==> config.mk <==
export PLATFORM = sky130hd
export DESIGN_NAME = window_comparator_alert_status
export DESIGN_NICKNAME = d
export VERILOG_FILES = /design/src/alert_regs_pkg.sv /design/src/alert_flag_bank.sv /design/src/window_channel_compare.sv /design/src/window_comparator_alert_status.sv
export SDC_FILE = /design/constraint.sdc
export NUM_CORES = 1
export LEC_CHECK = 0
export ABC_AREA = 1
export BUFFER_PORTS_ARGS = -buffer_cell sky130_fd_sc_hd__buf_2
export CAP_MARGIN = 40
export CORE_UTILIZATION = 41
export CTS_CLUSTER_DIAMETER = 120
export DETAILED_ROUTE_END_ITERATION = 6
export PLACE_DENSITY_LB_ADDON = 0.25
export SLEW_MARGIN = 20
export SYNTH_ARGS = -nofsm -noshare
export SYNTH_HDL_FRONTEND = slang
export SYNTH_HIERARCHICAL = 1
export SYNTH_SLANG_ARGS = --single-unit
==> constraint.sdc <==
create_clock -name clk_sys -period 9 [get_ports clk_sys]
set_input_delay 0.9 -clock clk_sys [delete_from_list [all_inputs] [get_ports clk_sys]]
set_output_delay 0.9 -clock clk_sys [all_outputs]
set_load 0.02 [all_outputs]
==> src/alert_regs_pkg.sv <==
package alert_regs_pkg;
   // register offsets
   localparam logic [7:0] FIRST_ALERT_OFS = 8'h03;
   localparam logic [7:0] LOW_FLAGS_OFS = 8'h0C;
   localparam logic [7:0] HIGH_FLAGS_OFS = 8'h0E;
   localparam logic [7:0] EVENT_COUNT_OFS = 8'h36;
   localparam logic [7:0] THRESH_BASE_OFS = 8'h38; // 38h..3Fh, lsb then msb
   localparam logic [7:0] HYST_BASE_OFS = 8'h40; // 40h chan0, 41h chan1
   // field positions and widths
   localparam int EVENT_FIELD_LSB = 4;
   localparam int CHID_FIELD_LSB = 4;
   localparam int HYST_WIDTH = 6;
   localparam int COUNT_WIDTH = 4;
   localparam int DATA_WIDTH = 12;
   localparam int FLAG_WIDTH = 2;
   // reset values
   localparam logic [7:0] REG_RESET = 8'h00;
   localparam logic [3:0] MSB_RESET = 4'h0;
   localparam logic [5:0] HYST_RESET = 6'h00;
   localparam logic [3:0] COUNT_RESET = 4'h0;
   // first-alert channel codes
   localparam logic [3:0] CHID_CHAN0 = 4'h0;
   localparam logic [3:0] CHID_CHAN1 = 4'h1;
endpackage : alert_regs_pkg

==> src/alert_flag_bank.sv <==
// latched alert flags with write-one-to-clear
module alert_flag_bank #(
   parameter int WIDTH = alert_regs_pkg::FLAG_WIDTH
) (
   input wire logic clk_sys, // system clock
   input wire logic reset_n, // async reset, active low
   input wire logic [WIDTH-1:0] set_pulse, // comparator alert events
   input wire logic clr_wr, // host write to this flag register
   input wire logic [WIDTH-1:0] clr_data, // write data, ones clear
   input wire logic soft_clear, // general-call reset clears all flags except those set in the same cycle
   output logic [WIDTH-1:0] flags // latched flags
);
   // set beats both clear paths so no alert is lost
   always_ff @(posedge clk_sys or negedge reset_n)
   begin
      if (!reset_n)
      begin
         flags <= '0;
      end
      else if (soft_clear)
      begin
         flags <= set_pulse;
      end
      else if (clr_wr)
      begin
         flags <= (flags & ~clr_data) | set_pulse;
      end
      else
      begin
         flags <= flags | set_pulse;
      end
   end

   property p_set_wins;
      @(posedge clk_sys) disable iff (!reset_n) (|set_pulse) |=> ((flags & $past(set_pulse)) == $past(set_pulse));
   endproperty
   a_set_wins: assert property (p_set_wins) else $error("flag set event lost");

   property p_zero_keeps;
      @(posedge clk_sys) disable iff (!reset_n)
         (clr_wr && !soft_clear) |=>
         ((flags & ~$past(clr_data)) == (($past(flags) | $past(set_pulse)) & ~$past(clr_data)));
   endproperty
   a_zero_keeps: assert property (p_zero_keeps) else $error("zero write changed a flag");

   property p_soft_clear;
      @(posedge clk_sys) disable iff (!reset_n) (soft_clear && set_pulse == '0) |=> (flags == '0) [*2];
   endproperty
   a_soft_clear: assert property (p_soft_clear) else $error("soft reset left a flag");

   c_clear_one: cover property (@(posedge clk_sys) disable iff (!reset_n) clr_wr && (|(flags & clr_data)));
endmodule // alert_flag_bank

==> src/window_channel_compare.sv <==
// one channel: low and high comparators with hysteresis and event counting
module window_channel_compare (
   input wire logic clk_sys, // system clock
   input wire logic reset_n, // async reset, active low
   input wire logic restart, // sequence start or soft reset
   input wire logic sample_valid, // conversion result for this channel
   input wire logic [11:0] sample_data, // conversion result
   input wire logic [11:0] high_thresh, // high threshold
   input wire logic [11:0] low_thresh, // low threshold
   input wire logic [5:0] hyst, // hysteresis, both comparators
   input wire logic [3:0] event_limit, // count field, events = field + 1
   output logic [1:0] hit // bit0 low alert, bit1 high alert, pulses
);
   logic [1:0] cmp_state; // bit0 low side, bit1 high side
   logic [1:0] cmp_now; // comparator outputs after this sample
   logic [12:0] low_release; // low threshold plus hysteresis
   logic [12:0] high_release; // sample plus hysteresis
   logic [4:0] run_count [2]; // consecutive set conversions

   // comparators, hysteresis widens the release point only
   always_comb
   begin
      low_release = {1'b0, low_thresh} + {7'h00, hyst};
      high_release = {1'b0, sample_data} + {7'h00, hyst};
      cmp_now[0] = (sample_data <= low_thresh) ||
         (cmp_state[0] && ({1'b0, sample_data} <= low_release));
      cmp_now[1] = (sample_data >= high_thresh) ||
         (cmp_state[1] && (high_release >= {1'b0, high_thresh}));
   end

   // comparator state updates on each conversion
   always_ff @(posedge clk_sys or negedge reset_n)
   begin
      if (!reset_n)
      begin
         cmp_state <= 2'h0;
      end
      else if (restart)
      begin
         cmp_state <= 2'h0;
      end
      else if (sample_valid)
      begin
         cmp_state <= cmp_now;
      end
   end

   // one shared count limit for both comparators
   for (genvar i = 0; i < 2; i++)
   begin : g_count
      always_ff @(posedge clk_sys or negedge reset_n)
      begin
         if (!reset_n)
         begin
            run_count[i] <= 5'h00;
            hit[i] <= 1'b0;
         end
         else if (restart)
         begin
            run_count[i] <= 5'h00;
            hit[i] <= 1'b0;
         end
         else if (sample_valid && cmp_now[i])
         begin
            run_count[i] <= (run_count[i] == 5'h1F) ? run_count[i] : run_count[i] + 5'h01;
            hit[i] <= (run_count[i] >= {1'b0, event_limit});
         end
         else
         begin
            if (sample_valid)
            begin
               run_count[i] <= 5'h00; // a clear sample breaks the run
            end
            hit[i] <= 1'b0;
         end
      end

      property p_hit_needs_run;
         @(posedge clk_sys) disable iff (!reset_n) $rose(hit[i]) |-> ($past(run_count[i]) >= {1'b0, $past(event_limit)});
      endproperty
      a_hit_needs_run: assert property (p_hit_needs_run) else $error("alert before event count");
   end

   property p_low_sets;
      @(posedge clk_sys) disable iff (!reset_n)
         (sample_valid && !restart && sample_data <= low_thresh) |=> cmp_state[0];
   endproperty
   a_low_sets: assert property (p_low_sets) else $error("low comparator not set");

   c_high_hit: cover property (@(posedge clk_sys) disable iff (!reset_n) hit[1]);
endmodule // window_channel_compare

==> src/window_comparator_alert_status.sv <==
module window_comparator_alert_status (
   input wire logic clk_sys, // system clock, 100 MHz
   input wire logic reset_n, // async power-up reset, active low
   input wire logic reg_wr, // register write strobe from serial engine
   input wire logic reg_rd, // register read strobe
   input wire logic [7:0] reg_addr, // register address
   input wire logic [7:0] reg_wdata, // register write data
   output logic [7:0] reg_rdata, // read data, one cycle after strobe
   input wire logic soft_reset, // general-call software reset pulse
   input wire logic device_reset, // device reset pulse
   input wire logic sequence_go_bit, // host wrote 1 to start bit, pulse
   input wire logic conv_valid, // conversion result strobe
   input wire logic conv_channel, // channel of the result
   input wire logic [11:0] conv_data, // conversion result
   output logic alert_out // alert output, high while any flag set
);
   logic [3:0] thr_msb [4]; // threshold upper nibbles, slot 2c high, 2c+1 low
   logic [7:0] thr_lsb [4]; // threshold lower bytes
   logic [5:0] hyst [2]; // per-channel hysteresis
   logic [3:0] event_count_field; // shared pre-alert count field
   logic [3:0] first_alert_channel; // first channel to alert
   logic chid_valid; // first channel already captured
   logic [1:0] low_hit; // low alert events per channel
   logic [1:0] high_hit; // high alert events per channel
   logic [1:0] low_flags; // latched low flags
   logic [1:0] high_flags; // latched high flags
   logic [7:0] next_rdata; // read value for the addressed register
   logic chid_clear; // any event clearing the channel id
   logic [3:0] thr_sel; // threshold decode of the current address
   logic [1:0] hyst_sel; // hysteresis decode of the current address

   // threshold decode: {hit, slot[1:0], msb}
   function automatic logic [3:0] thr_decode(input logic [7:0] a);
      thr_decode = {a[7:3] == alert_regs_pkg::THRESH_BASE_OFS[7:3], a[2:1], a[0]};
   endfunction

   // hysteresis decode: {hit, channel}
   function automatic logic [1:0] hyst_decode(input logic [7:0] a);
      hyst_decode = {a[7:1] == alert_regs_pkg::HYST_BASE_OFS[7:1], a[0]};
   endfunction

   assign chid_clear = soft_reset || device_reset || sequence_go_bit;

   // address decodes, shared by the write and read paths
   assign thr_sel = thr_decode(reg_addr);
   assign hyst_sel = hyst_decode(reg_addr);

   // configuration registers written by the host
   always_ff @(posedge clk_sys or negedge reset_n)
   begin
      if (!reset_n)
      begin
         for (int s = 0; s < 4; s++)
         begin
            thr_msb[s] <= alert_regs_pkg::MSB_RESET;
            thr_lsb[s] <= alert_regs_pkg::REG_RESET;
         end
         hyst[0] <= alert_regs_pkg::HYST_RESET;
         hyst[1] <= alert_regs_pkg::HYST_RESET;
         event_count_field <= alert_regs_pkg::COUNT_RESET;
      end
      else if (soft_reset)
      begin
         for (int s = 0; s < 4; s++)
         begin
            thr_msb[s] <= alert_regs_pkg::MSB_RESET;
            thr_lsb[s] <= alert_regs_pkg::REG_RESET;
         end
         hyst[0] <= alert_regs_pkg::HYST_RESET;
         hyst[1] <= alert_regs_pkg::HYST_RESET;
         event_count_field <= alert_regs_pkg::COUNT_RESET;
      end
      else if (reg_wr)
      begin
         // threshold halves, msb keeps only four bits
         if (thr_sel[3])
         begin
            if (thr_sel[0])
            begin
               thr_msb[thr_sel[2:1]] <= reg_wdata[3:0];
            end
            else
            begin
               thr_lsb[thr_sel[2:1]] <= reg_wdata;
            end
         end
         // hysteresis, top two bits dropped
         if (hyst_sel[1])
         begin
            hyst[hyst_sel[0]] <= reg_wdata[5:0];
         end
         // shared event count in the upper nibble
         if (reg_addr == alert_regs_pkg::EVENT_COUNT_OFS)
         begin
            event_count_field <= reg_wdata[alert_regs_pkg::EVENT_FIELD_LSB +: 4];
         end
      end
   end

   // per-channel comparators share one count field
   for (genvar c = 0; c < 2; c++)
   begin : g_chan
      logic [1:0] chan_hit; // bit0 low, bit1 high

      window_channel_compare u_compare (
         .clk_sys(clk_sys),
         .reset_n(reset_n),
         .restart(soft_reset || sequence_go_bit),
         .sample_valid(conv_valid && (conv_channel == 1'(c))),
         .sample_data(conv_data),
         .high_thresh({thr_msb[2 * c], thr_lsb[2 * c]}),
         .low_thresh({thr_msb[2 * c + 1], thr_lsb[2 * c + 1]}),
         .hyst(hyst[c]),
         .event_limit(event_count_field),
         .hit(chan_hit)
      );

      assign low_hit[c] = chan_hit[0];
      assign high_hit[c] = chan_hit[1];
   end

   // latched low flags
   alert_flag_bank #(
      .WIDTH(alert_regs_pkg::FLAG_WIDTH)
   ) u_low_flags (
      .clk_sys(clk_sys),
      .reset_n(reset_n),
      .set_pulse(low_hit),
      .clr_wr(reg_wr && reg_addr == alert_regs_pkg::LOW_FLAGS_OFS),
      .clr_data(reg_wdata[1:0]),
      .soft_clear(soft_reset),
      .flags(low_flags)
   );

   // latched high flags
   alert_flag_bank #(
      .WIDTH(alert_regs_pkg::FLAG_WIDTH)
   ) u_high_flags (
      .clk_sys(clk_sys),
      .reset_n(reset_n),
      .set_pulse(high_hit),
      .clr_wr(reg_wr && reg_addr == alert_regs_pkg::HIGH_FLAGS_OFS),
      .clr_data(reg_wdata[1:0]),
      .soft_clear(soft_reset),
      .flags(high_flags)
   );

   // first alerting channel, captured once until cleared
   always_ff @(posedge clk_sys or negedge reset_n)
   begin
      if (!reset_n)
      begin
         first_alert_channel <= alert_regs_pkg::CHID_CHAN0;
         chid_valid <= 1'b0;
      end
      else if (chid_clear)
      begin
         first_alert_channel <= alert_regs_pkg::CHID_CHAN0;
         chid_valid <= 1'b0;
      end
      else if (!chid_valid && (|(low_hit | high_hit)))
      begin
         // channel 0 taken if both alert together
         first_alert_channel <= (low_hit[0] || high_hit[0]) ?
            alert_regs_pkg::CHID_CHAN0 : alert_regs_pkg::CHID_CHAN1;
         chid_valid <= 1'b1;
      end
   end

   // alert output follows the latched flags
   always_ff @(posedge clk_sys or negedge reset_n)
   begin
      if (!reset_n)
      begin
         alert_out <= 1'b0;
      end
      else
      begin
         alert_out <= |{low_flags, high_flags};
      end
   end

   // read multiplexer, unmapped addresses read zero
   always_comb
   begin
      next_rdata = alert_regs_pkg::REG_RESET;
      if (thr_sel[3])
      begin
         next_rdata = thr_sel[0] ? {4'h0, thr_msb[thr_sel[2:1]]} : thr_lsb[thr_sel[2:1]];
      end
      else if (hyst_sel[1])
      begin
         next_rdata = {2'h0, hyst[hyst_sel[0]]};
      end
      else
      begin
         case (reg_addr)
            alert_regs_pkg::FIRST_ALERT_OFS: next_rdata = {first_alert_channel, 4'h0};
            alert_regs_pkg::LOW_FLAGS_OFS: next_rdata = {6'h00, low_flags};
            alert_regs_pkg::HIGH_FLAGS_OFS: next_rdata = {6'h00, high_flags};
            alert_regs_pkg::EVENT_COUNT_OFS: next_rdata = {event_count_field, 4'h0};
            default: next_rdata = alert_regs_pkg::REG_RESET;
         endcase
      end
   end

   // read data register, held between reads
   always_ff @(posedge clk_sys or negedge reset_n)
   begin
      if (!reset_n)
      begin
         reg_rdata <= alert_regs_pkg::REG_RESET;
      end
      else if (reg_rd)
      begin
         reg_rdata <= next_rdata;
      end
   end

   property p_chid_held;
      @(posedge clk_sys) disable iff (!reset_n) (chid_valid && !chid_clear) |=> $stable(first_alert_channel);
   endproperty
   a_chid_held: assert property (p_chid_held) else $error("first channel overwritten");

   property p_chid_codes;
      @(posedge clk_sys) disable iff (!reset_n) first_alert_channel[3:1] == 3'h0;
   endproperty
   a_chid_codes: assert property (p_chid_codes) else $error("unused channel code");

   property p_chid_clear;
      @(posedge clk_sys) disable iff (!reset_n)
         chid_clear |=> (!chid_valid && first_alert_channel == alert_regs_pkg::CHID_CHAN0);
   endproperty
   a_chid_clear: assert property (p_chid_clear) else $error("channel id not cleared");

   property p_flag_reserved;
      @(posedge clk_sys) disable iff (!reset_n)
         (reg_rd && (reg_addr == alert_regs_pkg::LOW_FLAGS_OFS || reg_addr == alert_regs_pkg::HIGH_FLAGS_OFS))
         |=> reg_rdata[7:2] == 6'h00;
   endproperty
   a_flag_reserved: assert property (p_flag_reserved) else $error("reserved flag bits set");

   property p_msb_write;
      @(posedge clk_sys) disable iff (!reset_n)
         (reg_wr && !soft_reset && reg_addr == 8'h39) |=> thr_msb[0] == $past(reg_wdata[3:0]);
   endproperty
   a_msb_write: assert property (p_msb_write) else $error("threshold msb not stored");

   property p_hyst1_write;
      @(posedge clk_sys) disable iff (!reset_n)
         (reg_wr && !soft_reset && reg_addr == 8'h41) |=> hyst[1] == $past(reg_wdata[5:0]);
   endproperty
   a_hyst1_write: assert property (p_hyst1_write) else $error("hysteresis not stored");

   property p_alert_follows;
      @(posedge clk_sys) disable iff (!reset_n) (|(low_hit | high_hit)) |=> ##1 alert_out;
   endproperty
   a_alert_follows: assert property (p_alert_follows) else $error("alert output missing");

   // alert output never rises without a latched flag behind it
   property p_alert_quiet;
      @(posedge clk_sys) disable iff (!reset_n) !(|{low_flags, high_flags}) |=> !alert_out;
   endproperty
   a_alert_quiet: assert property (p_alert_quiet) else $error("alert without flag");

   // shared count field takes the upper nibble of the write
   property p_count_write;
      @(posedge clk_sys) disable iff (!reset_n)
         (reg_wr && !soft_reset && reg_addr == alert_regs_pkg::EVENT_COUNT_OFS)
         |=> event_count_field == $past(reg_wdata[alert_regs_pkg::EVENT_FIELD_LSB +: 4]);
   endproperty
   a_count_write: assert property (p_count_write) else $error("count field not stored");

   // soft reset brings the configuration back to zero
   property p_soft_config;
      @(posedge clk_sys) disable iff (!reset_n) soft_reset
         |=> (event_count_field == alert_regs_pkg::COUNT_RESET && hyst[1] == alert_regs_pkg::HYST_RESET);
   endproperty
   a_soft_config: assert property (p_soft_config) else $error("config not restored");

   // a lone channel 1 alert is recorded as channel 1
   property p_chid_first;
      @(posedge clk_sys) disable iff (!reset_n)
         (!chid_valid && !chid_clear && !(low_hit[0] || high_hit[0]) && (low_hit[1] || high_hit[1]))
         |=> first_alert_channel == alert_regs_pkg::CHID_CHAN1;
   endproperty
   a_chid_first: assert property (p_chid_first) else $error("first channel not captured");

   c_alert_up: cover property (@(posedge clk_sys) disable iff (!reset_n) $rose(alert_out));

   c_chan1_first: cover property (@(posedge clk_sys) disable iff (!reset_n)
      chid_valid && first_alert_channel == alert_regs_pkg::CHID_CHAN1);
   c_both_flags: cover property (@(posedge clk_sys) disable iff (!reset_n) low_flags[0] && high_flags[1]);
endmodule // window_comparator_alert_status

; After elaboration in Yosys (flattened, before gate mapping)
; Index checks and enable logic that the tools add are counted.
[totals]
regBits = 110
out_inout_bits = 9
word_cells = 194
[op_classes]
add_sub_neg = 8
n_lt_le_gt_ge = 16
eq_ne = 15
muxes = 71
bitwise_logic = 11
reduce_logical = 46
[op_table]
columns = operator, count
row1 = 32-bit two-way mux, 4
row2 = 5-bit two-way mux, 14
row3 = 16-bit two-way mux, 4
row4 = 12-bit by 6-bit adder with 13-bit output, 4
row5 = 8-bit two-way mux, 6
row6 = 12-bit two-way mux, 3
row7 = 32-bit bitwise mux, 1
row8 = 4-bit two-way mux, 8
row9 = 8-bit case mux with 4 select lines, 1
row10 = 13-bit by 12-bit >= comparator with 1-bit output, 2
row11 = 12-bit by 13-bit less-or-equal comparator with 1-bit output, 2
row12 = 12-bit >= comparator, 2
row13 = 12-bit less-or-equal comparator, 2
row14 = 6-bit two-way mux, 4
row15 = 5-bit by 1-bit adder with 5-bit output (second input constant), 4
row16 = 5-bit equality test (second input constant), 4
row17 = 5-bit by 4-bit >= comparator with 1-bit output, 4
row18 = 8-bit binary-select mux with 2-bit select, 1
row19 = 16-bit bitwise mux, 1
row20 = 8-bit demux with 2-bit select, 1
row21 = 8-bit by 4-bit equality test with 1-bit output (second input constant), 2
row22 = 2-bit two-way mux, 8
row23 = 2-bit nonzero test, 8
row24 = 1-bit logical AND, 15
row25 = other kinds (29), 62

; Logic depth before layout (Yosys ltp)
; Gate-level depths: netlist (run 1).
[depth]
ltp_word = 10
depth_mapped = 24
depth_no_buf = 24

; Hierarchy
; Netlist (run 1), hierarchy kept.
[by_module_without_submodules]
columns = mod, n_inst, cells_each, area_per_inst_um2, seq_area_each_um2
row1 = window_comparator_alert_status, 1, 546, 3920.0, 1876.8
row2 = window_channel_compare at g_chan[1].u_compare, 1, 398, 2835.2, 350.3
row3 = window_channel_compare at g_chan[0].u_compare, 1, 398, 2829.0, 350.3
row4 = alert_flag_bank, 2, 11, 86.3, 50.0

; Worst setup path after synthesis (run 1)
; OpenSTA, ideal clock, no wires.
[synth_timing]
kind = input-to-reg
start = input conv_data[0]
end = register g_chan[1].u_compare/run_count[1] in the netlist's numbering
setup_ns = 0.117
arrival_time_ns = 3.366
setup_slack_ns = 5.517
path_stages = 22
n_path_buf = 0
path_cell_list = ha_1 inv_1 fa_1 nor2_4 nor2_4 inv_1 a31oi_1 or2_1 nor2_2 xnor2_1 inv_1 ha_1 nand3_1 nand2_1 nor3_1 nand2_1 nand2_2 nand2_2 nand3_4 nand2_4 nand2_1 o21ai_2
[synth_between]
elab_chain_cells = 7
word_cells_on_any_way = 11
[synth_lines]
columns = element, line_no
row1 = from (decl), window_comparator_alert_status.sv:14  ; input wire logic [11:0] conv_data,
row2 = 12-bit by 6-bit adder with 13-bit output, window_channel_compare.sv:24  ; high_release = {1'b0, sample_data} + {7'h00, hyst};
row3 = 13-bit by 12-bit >= comparator with 1-bit output, window_channel_compare.sv:28  ; (cmp_state[1] && (high_release >= {1'b0, high_thresh}));
row4 = 1-bit logical AND, window_channel_compare.sv:28
row5 = 1-bit logical OR *, window_channel_compare.sv:27  ; cmp_now[1] = (sample_data >= high_thresh) ||
row6 = 1-bit logical AND *, window_channel_compare.sv:63  ; else if (sample_valid && cmp_now[i])
row7 = 3-bit != test (no source line) (tied with other cells), --
row8 = 2-bit AND reduction (no source line) or 5-bit two-way mux (tied branches), --
row9 = "to (signal, indexed assignment)", window_channel_compare.sv:65  ; run_count[i] <= (run_count[i] == 5'h1F) ? run_count[i] : run_count[i] + 5'h01;
row10 = to (decl), window_channel_compare.sv:18  ; logic [4:0] run_count [2];
; Mark *: on every way between the ends. The rest lies on a longest branch, timed or not.
; A chain may end at the register's enable or synchronous reset.

; Worst setup path after layout (run 1)
[layout_timing]
start = register hyst[6] in the netlist's numbering
end = register g_chan[0].u_compare/run_count[5] in the netlist's numbering
[layout_between]
elab_chain_cells = 7
word_cells_on_any_way = 10
[layout_lines]
columns = element, line_no
row1 = from (decl), window_comparator_alert_status.sv:19  ; logic [5:0] hyst [2];
row2 = "from (signal, indexed assignment)", window_comparator_alert_status.sv:90  ; hyst[hyst_sel[0]] <= reg_wdata[5:0];
row3 = 12-bit by 6-bit adder with 13-bit output *, window_channel_compare.sv:23  ; low_release = {1'b0, low_thresh} + {7'h00, hyst};
row4 = 12-bit by 13-bit less-or-equal comparator with 1-bit output *, window_channel_compare.sv:26  ; (cmp_state[0] && ({1'b0, sample_data} <= low_release));
row5 = 1-bit logical AND *, window_channel_compare.sv:26
row6 = 1-bit logical OR *, window_channel_compare.sv:25  ; cmp_now[0] = (sample_data <= low_thresh) ||
row7 = 1-bit logical AND *, window_channel_compare.sv:63
row8 = 3-bit by 2-bit != test with 1-bit output (no source line) (tied with other cells), --
row9 = 2-bit AND reduction (no source line) or 5-bit two-way mux (tied branches), --
row10 = "to (signal, indexed assignment)", window_channel_compare.sv:65
row11 = to (decl), window_channel_compare.sv:18
; Marked as above.

==> impl_metrics.ini, run 1 <==
[cts]
clockBufferDepth = 2
cts.repair.resized = 0
cts_made_buffers = 9
worst_skew_pair.late_latency_ns = 0.35
clk_transition_reported_paths_ns = 0.07
tritoncts = built
cts_sinks = 107
cts_htree_levels = 3
cts-hold-fix-buffers = 0
clk_root_buffer_cell = sky130_fd_sc_hd__clkbuf_16
cts.repair_timing.setup_buffer_count = 0

[floorplan]
die_w_um = 156.3
die_height_um = 156.3
fp-row-count = 56
core_um2 = 23400
ios = 46
die-area_um2 = 24420
initial_core_util = 0.4169

[power_and_ir_drop]
max-vdd-ir-drop_v = 0.00007917
power_leakage_nw = 5.568
power_density_nw_per_um2 = 105.9

[sta]
worst_relative_slew_slack = 0.4879
worstMarginPinSlew_ns = 0.7653
final.setup_skew_ns = 0.008445
max_clock_freq_mhz = 271.1
grt_setup_unrepaired = no
fin_worst_hold_slack_ns = 0.4603
finalHoldViolations = 0
setup_ws_ns = 5.311
timing.final.crit_share = 0.4099
min_period_ns = 3.689
finalMaxSlewViolations = 0
setup_total_negative_slack_ns = 0
report.final.setup_viol = 0

[worst_setup_path]
timing.critical_path.fanout_max = 5
rr_endpoint = g_chan[0].u_compare/run_count[5]$_DFFE_PN0P_
timing.critical_path.mode_cell = sky130_fd_sc_hd__nand2_1
critPathLaunchType = flip-flop
largest_stage_delay_on_the_critical_path_ns = 0.58
worst-r2r-setup-slack_ns = 5.31
worst_ep_required_time_ns = 9.29
path_delay_family = simple AND/OR/NAND/NOR gates
worst_path_max_delay_cell = sky130_fd_sc_hd__dfrtp_1
path_class = flip-flop to flip-flop
critical_path.n_buffers_inverters = 3
cp_cell_sequence = ha_1, inv_1, fa_1, inv_1, nand3_1, nand2_1, a31oi_1, nor3_1, xor2_1, ha_1, nand3_1, inv_1, nand2_1, nor3_1, nor2_1, nand2_1, nand2_1, nand2_1, nand3_1, nand2_2, nand2_1, nand2_1
critPathCaptureType = flip-flop
worst-endpoint-arrival_ns = 3.98
rr_worst_depth = 22
timing.rr.start = hyst[6]$_DFFE_PN0P_

[place]
place_ws_ns = 5.035
io_buffer_count = 45
hpwl_detailed_um = 23350
place_congestion = 0.9032

[drt]
drt-vias-per-instance = 5.213
totalWireLength_um = 28870
via_count = 8993
firstDrtPassIters = 7
routed_wire_length_per_instance_um = 16.73
route.antenna.remaining_nets = 0
dr_iter_0_viols = 608
drcViolationCount = 1

[synthesis]
synth_largest_type_area_fraction = 0.2744
synth_top_family_by_area = simple AND/OR/NAND/NOR gates
synth_area_leader_cell = sky130_fd_sc_hd__dfrtp_1
average_instance_area_after_synthesis_um2 = 7.153
synth-xor-area-share = 0.04219
yosys.area_share.simple = 0.3355
yosys_warnings = 6
synth_net_count = 1549
yosys_register_bits = 107
postSynthCellCount = 1364
synth-adder-area-share = 0.1929
synth.lib_cells_used.distinct = 48
synth-compound-area-share = 0.07720
synth.area.mux_share = 0
synthesis.area_um2 = 9757
synth.yosys.seq_area_share = 0.2744
synth_top_cells_by_area = sky130_fd_sc_hd__dfrtp_1 (27%), sky130_fd_sc_hd__ha_1 (18%), sky130_fd_sc_hd__nand2_1 (18%), sky130_fd_sc_hd__inv_1 (6.2%), sky130_fd_sc_hd__nand3_1 (4.8%)

[finish]
layout.cells.most_common_list = sky130_fd_sc_hd__nand2_1 (465), sky130_fd_sc_hd__inv_1 (162), sky130_fd_sc_hd__ha_1 (144)
area_growth_pct = 8.477
fillers = 2479
antenna-diode-count = 0
drive_gt1_frac = 0.08250
final_nets = 1588
most_frequent_standard_cell_in_the_layout_excluding_fill_and_tap_cells = sky130_fd_sc_hd__nand2_1

[outcome]
failed_checks = DRC
outcome = finished with violations

[global_routing]
grt_overflow_total = 0
via_count_of_the_first_global_routing_pass = 8457
grt_util_all_layers = 0.2455
grt_antenna_before_repair = 0
grt_first_pass_wirelength_um = 45990
pin_count_of_the_biggest_net_entering_global_routing = 46

[flow_run]
max_cap_violations = 0

[min_path]
path_type_of_the_worst_min_delay_path = input pin to async pin
## layer usage
metal | global-route usage | routed length (µm) | vias to the layer above
li1 | - | - | 4524
met1 | 0.3594 | 14170 | 4170
met2 | 0.3884 | 12700 | 263
met3 | 0.02188 | 1540 | 36
met4 | 0.05742 | 453 | 0
met5 | 0 | 0 | -
## report_power, final
group / total (mW) / internal, mW / switching [mW] / leakage, nW
registers: 0.504 / 0.491 / 0.0131 / 1.48
logic: 0.218 / 0.0706 / 0.148 / 3.96
clock network: 0.399 / 0.221 / 0.178 / 0.135
total: 1.12 / 0.782 / 0.339 / 5.57
## through the flow
stage / power [mW] / std cells / cell area [µm²] / utilization
final: 1.121 / 1725 / 10580 / 0.4523
after global placement: 0.7236 / 1710 / 10270 / 0.4389
after CTS: 1.124 / 1725 / 10580 / 0.4523
after detailed placement: 0.7293 / 1711 / 10300 / 0.4401
after global routing: 1.170 / 1725 / 10580 / 0.4523
after floorplan: 0.6484 / 1364 / 9757 / -
## sequential cells by signal (all words and copies together), names as in the netlist
signal,cells
alert_out,1
thr_msb,16
g_chan.u_compare/run_count,20
first_alert_channel,1
chid_valid,1
event_count_field,4
g_chan.u_compare/hit,4
thr_lsb,32
g_chan.u_compare/cmp_state,4
reg_rdata,8
u_high_flags/flags,2
hyst,12
u_low_flags/flags,2
## cells by family (layout without fill, tap and decap cells)
family,Yosys count,after routing
flops,107,107
buf+inv,188,230
compound gates,128,128
fa+ha+maj,148,148
xor+xnor,47,47
simple gates,746,746
## Yosys cell counts (all sizes together)
cell type / n
clkbuf: 3
a31oi: 5
a21oi: 64
nand3b: 3
xor2: 34
o22ai: 1
or2: 3
o21bai: 2
or4: 1
a21o: 8
a21boi: 3
o21ai: 35
o21a: 2
o211ai: 2
a211oi: 6
ha: 144
and3: 6
fa: 4
buf: 17
nand2: 487
nand3: 98
inv: 167
xnor2: 13
clkinv: 1
nor2: 92
dfrtp: 107
nor4: 2
nand4: 40
nor3: 14
## layout make-up
cell class	instances	area, µm²	share of cell area
Sequential cell	107	2678	0.2530
Clock inverter	2	37.54	0.003547
Inverter	168	633.1	0.05982
Tap cell	319	399.1	0.03771
Clock buffer	12	246.5	0.02329
Multi-Input combinational cell	1069	6320	0.5971
Timing Repair Buffer	48	270.3	0.02553
## how the worst max path moves through the flow
| stage | start | to | slack (ns) | cells after the start |
|---|---|---|---|---|
| finish | hyst[6]$_DFFE_PN0P_ | g_chan[0].u_compare/run_count[5]$_DFFE_PN0P_ | 5.31 | 22 |
| global route | hyst[6]$_DFFE_PN0P_ | g_chan[0].u_compare/hit[0]$_DFF_PN0_ | 4.92 | 20 |
| CTS | hyst[6]$_DFFE_PN0P_ | g_chan[0].u_compare/run_count[7]$_DFFE_PN0P_ | 5.34 | 22 |
| detailed placement | conv_data[1] | g_chan[1].u_compare/run_count[3]$_DFFE_PN0P_ | 5.04 | 22 |
| global placement | conv_data[1] | g_chan[1].u_compare/run_count[1]$_DFFE_PN0P_ | 5.14 | 22 |
| floorplan | conv_data[0] | g_chan[1].u_compare/run_count[1]$_DFFE_PN0P_ | 5.52 | 22 |
(Power assumes the default switching activity.)
==> inputs of run 2 (changes only) <==
ABC_AREA = 0   (was 1)
clock period = 3.16 ns   (was 9 ns; I/O delays follow)
==> run 2 against run 1 <==
Compared with the run above:
- the flow finishes with violations (setup timing)
- sequential power rose to 2.8 times the previous value
- critical path depth fell by 6
- register-to-register slack got worse by 5.6 ns
- design area rose by 12%
- combinational power rose to 2.6 times the previous value
- core utilization rose by 7.0 points
- largest cell class unchanged
==> impl_metrics.ini, run 2 <==
[synthesis]
synth-xor-area-share = 0.03670
synth.yosys.seq_area_share = 0.2805
yosys_warnings = 6
synthesis.area_um2 = 9547
synth_top_cells_by_area = sky130_fd_sc_hd__dfrtp_1 (28%), sky130_fd_sc_hd__ha_1 (19%), sky130_fd_sc_hd__mux2i_1 (8.6%), sky130_fd_sc_hd__nor2_1 (4.2%), sky130_fd_sc_hd__inv_1 (3.3%)
synth_top_family_by_area = adder cells
synth_net_count = 1207
synth.lib_cells_used.distinct = 73
synth-edff-count = 0
async_reset_ff_frac = 1.000
synth-adder-area-share = 0.1971
dominantRegCellSynth = sky130_fd_sc_hd__dfrtp_1
synth.area.mux_share = 0.1025
yosys.area_share.simple = 0.1809
postSynthCellCount = 1022
average_instance_area_after_synthesis_um2 = 9.341
yosys_register_bits = 107
yosys.cell_count.top_type = sky130_fd_sc_hd__ha_1
synth-compound-area-share = 0.1569
synth_area_leader_cell = sky130_fd_sc_hd__dfrtp_1
netlist_top_cells_count = sky130_fd_sc_hd__ha_1 (144), sky130_fd_sc_hd__nor2_1 (108), sky130_fd_sc_hd__dfrtp_1 (107)
synth_largest_type_area_fraction = 0.2805

[global_routing]
via_count_of_the_first_global_routing_pass = 8166
grt_util_all_layers = 0.2626
pin_count_of_the_biggest_net_entering_global_routing = 67
grt_overflow_total = 0
grt_first_pass_wirelength_um = 47710
grt_antenna_before_repair = 0

[cts]
worst_skew_pair.late_latency_ns = 0.37
clk_root_buffer_cell = sky130_fd_sc_hd__clkbuf_16
clockBufferDepth = 2
cts_made_buffers = 9
cts_sinks = 107
clk_transition_reported_paths_ns = 0.08
cts_htree_levels = 3
tritoncts = built

[worst_setup_path]
worst_ep_required_time_ns = 3.41
largest_stage_delay_on_the_critical_path_ns = 0.42
cp_cell_sequence = buf_4, ha_1, a21o_1, a21oi_2, nor2b_1, o21a_1, o211ai_1, xnor2_1, ha_2, a211oi_2, o211ai_1, a41oi_2, o211ai_4, o41ai_4, buf_4, o22ai_2
rr_worst_depth = 16
worst-r2r-setup-slack_ns = -0.24
critical_path.n_buffers_inverters = 2
timing.rr.start = hyst[1]$_DFFE_PN0P_
worst_path_max_delay_cell = sky130_fd_sc_hd__dfrtp_1
path_delay_family = compound AO/OA/AOI/OAI gates
path_class = flip-flop to flip-flop
timing.critical_path.fanout_max = 5
critPathLaunchType = flip-flop
worst-endpoint-arrival_ns = 3.65
rr_endpoint = g_chan[1].u_compare/run_count[3]$_DFFE_PN0P_
critPathCaptureType = flip-flop

[sta]
grt_setup_unrepaired = yes
timing.final.crit_share = 1.077
report.final.setup_viol = 28
worst_relative_slew_slack = 0.4656
setup_ws_ns = -0.2436
min_period_ns = 3.404
finalHoldViolations = 0
worstMarginPinSlew_ns = 0.7956
setup_total_negative_slack_ns = -4.893
finalMaxSlewViolations = 0
final.setup_skew_ns = 0.01536
fin_worst_hold_slack_ns = 0.1274
max_clock_freq_mhz = 293.8

[min_path]
timing.hold.worst_endpoint = first_alert_channel[0]$_DFFE_PN0P_
min_from = device_reset
min_path_cells = 2
path_type_of_the_worst_min_delay_path = input pin to flip-flop

[floorplan]
fp-row-count = 55
ios = 46
initial_core_util = 0.4204
die_w_um = 154.6
die-area_um2 = 23900
die_height_um = 154.6
core_um2 = 22710

[drt]
route.antenna.remaining_nets = 0
routed_wire_length_per_instance_um = 21.04
via_count = 8469
drt-vias-per-instance = 5.753
firstDrtPassIters = 5
totalWireLength_um = 30960
drcViolationCount = 0
dr_iter_0_viols = 598

[power_and_ir_drop]
total_chip_power_mw = 3.136
power_density_nw_per_um2 = 264.4
max-vdd-ir-drop_v = 0.0002544
power_leakage_nw = 5.142

[place]
io_buffer_count = 45
placed_cells_incl_taps = 1428
place_congestion = 0.9220
hpwl_detailed_um = 23600
place_ws_ns = -0.3737
placedInstanceArea_um2 = 10840

[finish]
postLayoutCellArea_um2 = 11860
antenna-diode-count = 0
most_frequent_standard_cell_in_the_layout_excluding_fill_and_tap_cells = sky130_fd_sc_hd__ha_1
largest_reg_flops = 32
final-instance-count-excl-fill = 1472
area_growth_pct = 24.27
drive_gt1_frac = 0.2713
final_nets = 1367
fin_util = 0.5224
largest_register = thr_lsb
layout.cells.most_common_list = sky130_fd_sc_hd__ha_1 (137), sky130_fd_sc_hd__buf_4 (119), sky130_fd_sc_hd__nor2_1 (105), sky130_fd_sc_hd__dfrtp_1 (105), sky130_fd_sc_hd__mux2i_1 (82)
top_regs = thr_lsb: 32 flops, g_chan.u_compare/run_count: 20 flops, thr_msb: 16 flops

[flow_run]
max_cap_violations = 0

[outcome]
outcome = finished with violations
failed_checks = setup timing
-- run 2: cell types whose count changed after synthesis, sizes merged, moves of 24 or more --
cell   previous run  this run
inv             167        85
nand4            40        16
mux2i             0        82
nand3            98        26
nor2b             0        24
nand2           487        47
-- run 2: what timing repair did --
action	CTS	global route
cloned	0	0
buffers inserted	13	16
setup endpoints to repair	28	28
hold buffers	1	0
pin swaps	50	45
gates resized for setup	67	54
hold endpoints to repair	14	0
-- run 2: power by group --
part	leakage, nW	total, mW	switching, mW	internal, mW
clock network	0.144	1.18	0.618	0.563
registers	1.48	1.40	0.0133	1.38
logic	3.52	0.559	0.351	0.208
-- run 2: area by class of cell --
class                           instances  area (µm²)
Multi-Input combinational cell        802        6909
Timing Repair Buffer                  177        1296
Clock buffer                            9       225.2
Tap cell                              285       356.6
Sequential cell                       107        2680
Inverter                               85       319.1
Clock inverter                          7       77.57
Fill cell                            2127       10850
-- run 2: per-layer routing --
metal | share of wire | wire length (µm) | global-route usage
met3 | 0.040 | 1253 | 0.02326
met1 | 0.46 | 14190 | 0.3611
met5 | 0 | 0 | 0
met2 | 0.47 | 14640 | 0.4350
met4 | 0.028 | 878 | 0.08534
-- run 2: cells by family (layout without fill, tap and decap cells) --
| logic type | after synthesis | in the layout |
|---|---|---|
| xor gates and xnor gates | 40 | 40 |
| muxes | 93 | 93 |
| and+or+nand+nor | 316 | 316 |
| DFF | 107 | 107 |
| buffers and inverters | 113 | 278 |
| adders and majority gates | 148 | 148 |
| AOI/OAI and AO/OA | 205 | 205 |
-- run 2: worst register-to-register path, stage by stage, from the launching register on --
cell and delay (ns):
sky130_fd_sc_hd__dfrtp_1 0.42, sky130_fd_sc_hd__buf_4 0.15, sky130_fd_sc_hd__ha_1 0.28, sky130_fd_sc_hd__a21o_1 0.19, sky130_fd_sc_hd__a21oi_2 0.15, sky130_fd_sc_hd__nor2b_1 0.07, sky130_fd_sc_hd__o21a_1 0.20, sky130_fd_sc_hd__o211ai_1 0.22
sky130_fd_sc_hd__xnor2_1 0.12, sky130_fd_sc_hd__ha_2 0.21, sky130_fd_sc_hd__a211oi_2 0.24, sky130_fd_sc_hd__o211ai_1 0.15, sky130_fd_sc_hd__a41oi_2 0.24, sky130_fd_sc_hd__o211ai_4 0.16, sky130_fd_sc_hd__o41ai_4 0.21, sky130_fd_sc_hd__buf_4 0.20
sky130_fd_sc_hd__o22ai_2 0.08
-- run 2: how the worst max path moves through the flow --
stage | start | endpoint | slack, ns | cells past startpoint
floorplan | hyst[6]$_DFFE_PN0P_ | g_chan[0].u_compare/run_count[2]$_DFFE_PN0P_ | -0.03 | 16
global placement | conv_data[1] | g_chan[1].u_compare/hit[1]$_DFF_PN0_ | -0.27 | 16
detailed placement | hyst[0]$_DFFE_PN0P_ | g_chan[1].u_compare/run_count[0]$_DFFE_PN0P_ | -0.37 | 17
CTS | hyst[0]$_DFFE_PN0P_ | g_chan[1].u_compare/run_count[2]$_DFFE_PN0P_ | -0.32 | 17
global route | hyst[6]$_DFFE_PN0P_ | g_chan[0].u_compare/run_count[0]$_DFFE_PN0P_ | -0.42 | 18
finish | hyst[1]$_DFFE_PN0P_ | g_chan[1].u_compare/run_count[3]$_DFFE_PN0P_ | -0.24 | 16
==> inputs of run 3 (changes only) <==
==> constraint.sdc (replaced) <==
create_clock -name clk_sys -period 3.16 [get_ports clk_sys]
set_input_delay 0.632 -clock clk_sys [delete_from_list [all_inputs] [get_ports clk_sys]]
set_output_delay 0.632 -clock clk_sys [all_outputs]
set_load 0.02 [all_outputs]
==> run 3 against run 2 <==
Compared with the run above:
- the flow still finishes with violations (setup timing)
- cell count unchanged
- clock-buffer cell count unchanged
- critical endpoint is now g_chan[0].u_compare/run_count[1]$_DFFE_PN0P_
- register-to-register slack got worse by 0.03 ns
- total power increased by 1.3%
- design area decreased by 0.66%
- critical path type unchanged
- routed wire length decreased by 0.68%
==> impl_metrics.ini, run 3 (synthesis results as in run 2) <==
[outcome]
outcome = finished with violations
failed_checks = setup timing

[sta]
report.final.setup_viol = 28
max_clock_freq_mhz = 291.2
finalMaxSlewViolations = 0
timing.final.crit_share = 1.087
final.setup_skew_ns = 0.01297
setup_ws_ns = -0.2735
worst_relative_slew_slack = 0.3789
min_period_ns = 3.434
grt_setup_unrepaired = yes
finalHoldViolations = 0
worstMarginPinSlew_ns = 0.9219

[floorplan]
initial_core_util = 0.4204
fp-row-count = 55
die-area_um2 = 23900
die_height_um = 154.6
core_um2 = 22710
ios = 46
die_w_um = 154.6

[finish]
top_regs = thr_lsb: 32 flops, g_chan.u_compare/run_count: 20 flops, thr_msb: 16 flops
largest_reg_flops = 32
area_growth_pct = 23.45
antenna-diode-count = 0
final-instance-count-excl-fill = 1472
largest_register = thr_lsb
layout.cells.most_common_list = sky130_fd_sc_hd__ha_1 (138), sky130_fd_sc_hd__buf_4 (122), sky130_fd_sc_hd__nor2_1 (106)
most_frequent_standard_cell_in_the_layout_excluding_fill_and_tap_cells = sky130_fd_sc_hd__ha_1
area_taken_by_multi_input_logic_gates_um2 = 6834
fillers = 2146
final_nets = 1367
drive_gt1_frac = 0.2628
register_area_um2 = 2681

[place]
hpwl_detailed_um = 24040
placed_cells_incl_taps = 1438
place_ws_ns = -0.5689
place_congestion = 0.9301
io_buffer_count = 45

[worst_setup_path]
largest_stage_delay_on_the_critical_path_ns = 0.45
worst-endpoint-arrival_ns = 3.68
critPathCaptureType = flip-flop
rr_worst_depth = 17
timing.critical_path.fanout_max = 6
worst_path_max_delay_cell = sky130_fd_sc_hd__dfrtp_2
timing.rr.start = hyst[7]$_DFFE_PN0P_
path_class = flip-flop to flip-flop
worst-r2r-setup-slack_ns = -0.27
timing.critical_path.mode_cell = sky130_fd_sc_hd__buf_4
cp_cell_sequence = buf_6, ha_4, a21o_1, a21oi_2, nor2b_1, o21a_2, o311ai_4, xnor2_1, ha_1, buf_4, nand3_1, nand2_1, a22oi_2, nand4_4, buf_4, o311ai_1, o21ai_1
critPathLaunchType = flip-flop
rr_endpoint = g_chan[0].u_compare/run_count[1]$_DFFE_PN0P_
worst_ep_required_time_ns = 3.41

[drt]
drt-vias-per-instance = 5.736
route.antenna.remaining_nets = 0
drcViolationCount = 0
firstDrtPassIters = 5
via_count = 8444
dr_iter_0_viols = 605
routed_wire_length_per_instance_um = 20.89
totalWireLength_um = 30750

[cts]
cts_sinks = 107
cts_made_buffers = 9
clockBufferDepth = 2
worst_skew_pair.late_latency_ns = 0.37
cts_htree_levels = 3
clk_transition_reported_paths_ns = 0.08
clk_root_buffer_cell = sky130_fd_sc_hd__clkbuf_16
cts-hold-fix-buffers = 0
tritoncts = built

[min_path]
path_type_of_the_worst_min_delay_path = input pin to async pin

[power_and_ir_drop]
power_leakage_nw = 5.159
power_density_nw_per_um2 = 269.6
max-vdd-ir-drop_v = 0.0002323
total_chip_power_mw = 3.177

[flow_run]
max_cap_violations = 0

[global_routing]
pin_count_of_the_biggest_net_entering_global_routing = 67
grt_util_all_layers = 0.2607
grt_first_pass_wirelength_um = 47140
grt_overflow_total = 0
grt_antenna_before_repair = 0
via_count_of_the_first_global_routing_pass = 8131
[run 3: layer usage]
| layer | GRT usage | routed length [µm] | vias up |
|---|---|---|---|
| met5 | 0 | 0 | - |
| met4 | 0.06035 | 580 | 0 |
| met3 | 0.04567 | 1627 | 31 |
| met2 | 0.4184 | 14060 | 233 |
| met1 | 0.3640 | 14490 | 4129 |
| li1 | - | - | 4051 |
[run 3: worst max-delay path by stage]
stage | start | endpoint | slack (ns) | depth (start not counted)
2_1_floorplan | conv_data[0] | g_chan[0].u_compare/run_count[2]$_DFFE_PN0P_ | -0.13 | 16
3_3_place_gp | conv_data[1] | g_chan[0].u_compare/run_count[2]$_DFFE_PN0P_ | -0.46 | 15
3_5_place_dp | conv_data[1] | g_chan[0].u_compare/run_count[0]$_DFFE_PN0P_ | -0.57 | 15
4_1_cts | hyst[6]$_DFFE_PN0P_ | g_chan[0].u_compare/hit[0]$_DFF_PN0_ | -0.25 | 17
5_1_grt | hyst[6]$_DFFE_PN0P_ | g_chan[0].u_compare/run_count[2]$_DFFE_PN0P_ | -0.46 | 17
6_report | hyst[7]$_DFFE_PN0P_ | g_chan[0].u_compare/run_count[1]$_DFFE_PN0P_ | -0.27 | 17
[run 3: cell type report]
cell class	instances	share of cell area
multi-input cells	802	0.5799
flip-flops and latches	107	0.2275
repair buffers	177	0.1077
well taps	285	0.03026
inverters	85	0.02707
clock buffers	9	0.01911
clock inverters	7	0.008493
[run 3: report_power, final]
group | switching, mW | total [mW] | internal (mW) | leakage, nW
logic | 0.345 | 0.553 | 0.207 | 3.53
registers | 0.0130 | 1.40 | 1.38 | 1.48
clock network | 0.589 | 1.23 | 0.639 | 0.157
total | 0.948 | 3.18 | 2.23 | 5.16
[run 3: critical path, delay by kind of cell (launching register included)]
family,cells,cell delay [ns]
AND/OR/NAND/NOR,4,0.38
flip-flops,1,0.45
AO/OA/AOI/OAI,7,1.31
adder cells (fa/ha/maj),2,0.52
buffers and inverters,3,0.46
XOR/XNOR,1,0.18
[run 3: timing repair]
| action | 4_1_cts | 5_1_grt |
|---|---|---|
| setup buffers | 10 | 10 |
| pin swaps | 54 | 21 |
| setup endpoints to repair | 28 | 28 |
| gates resized for setup | 59 | 30 |
[run 3: stage by stage]
| step | hold slack, ns | TNS, ns | instance area, µm² | util |
|---|---|---|---|---|
| after detailed placement | 0.4825 | -11.91 | 10970 | 0.4830 |
| after global placement | 0.4822 | -10.21 | 10970 | 0.4830 |
| after global routing | 0.2481 | -9.789 | 11790 | 0.5190 |
| final | 0.2207 | -5.395 | 11790 | 0.5190 |
| after CTS | 0.2277 | -5.090 | 11580 | 0.5100 |
| after floorplan | 0.3364 | -1.016 | 9632 | - |
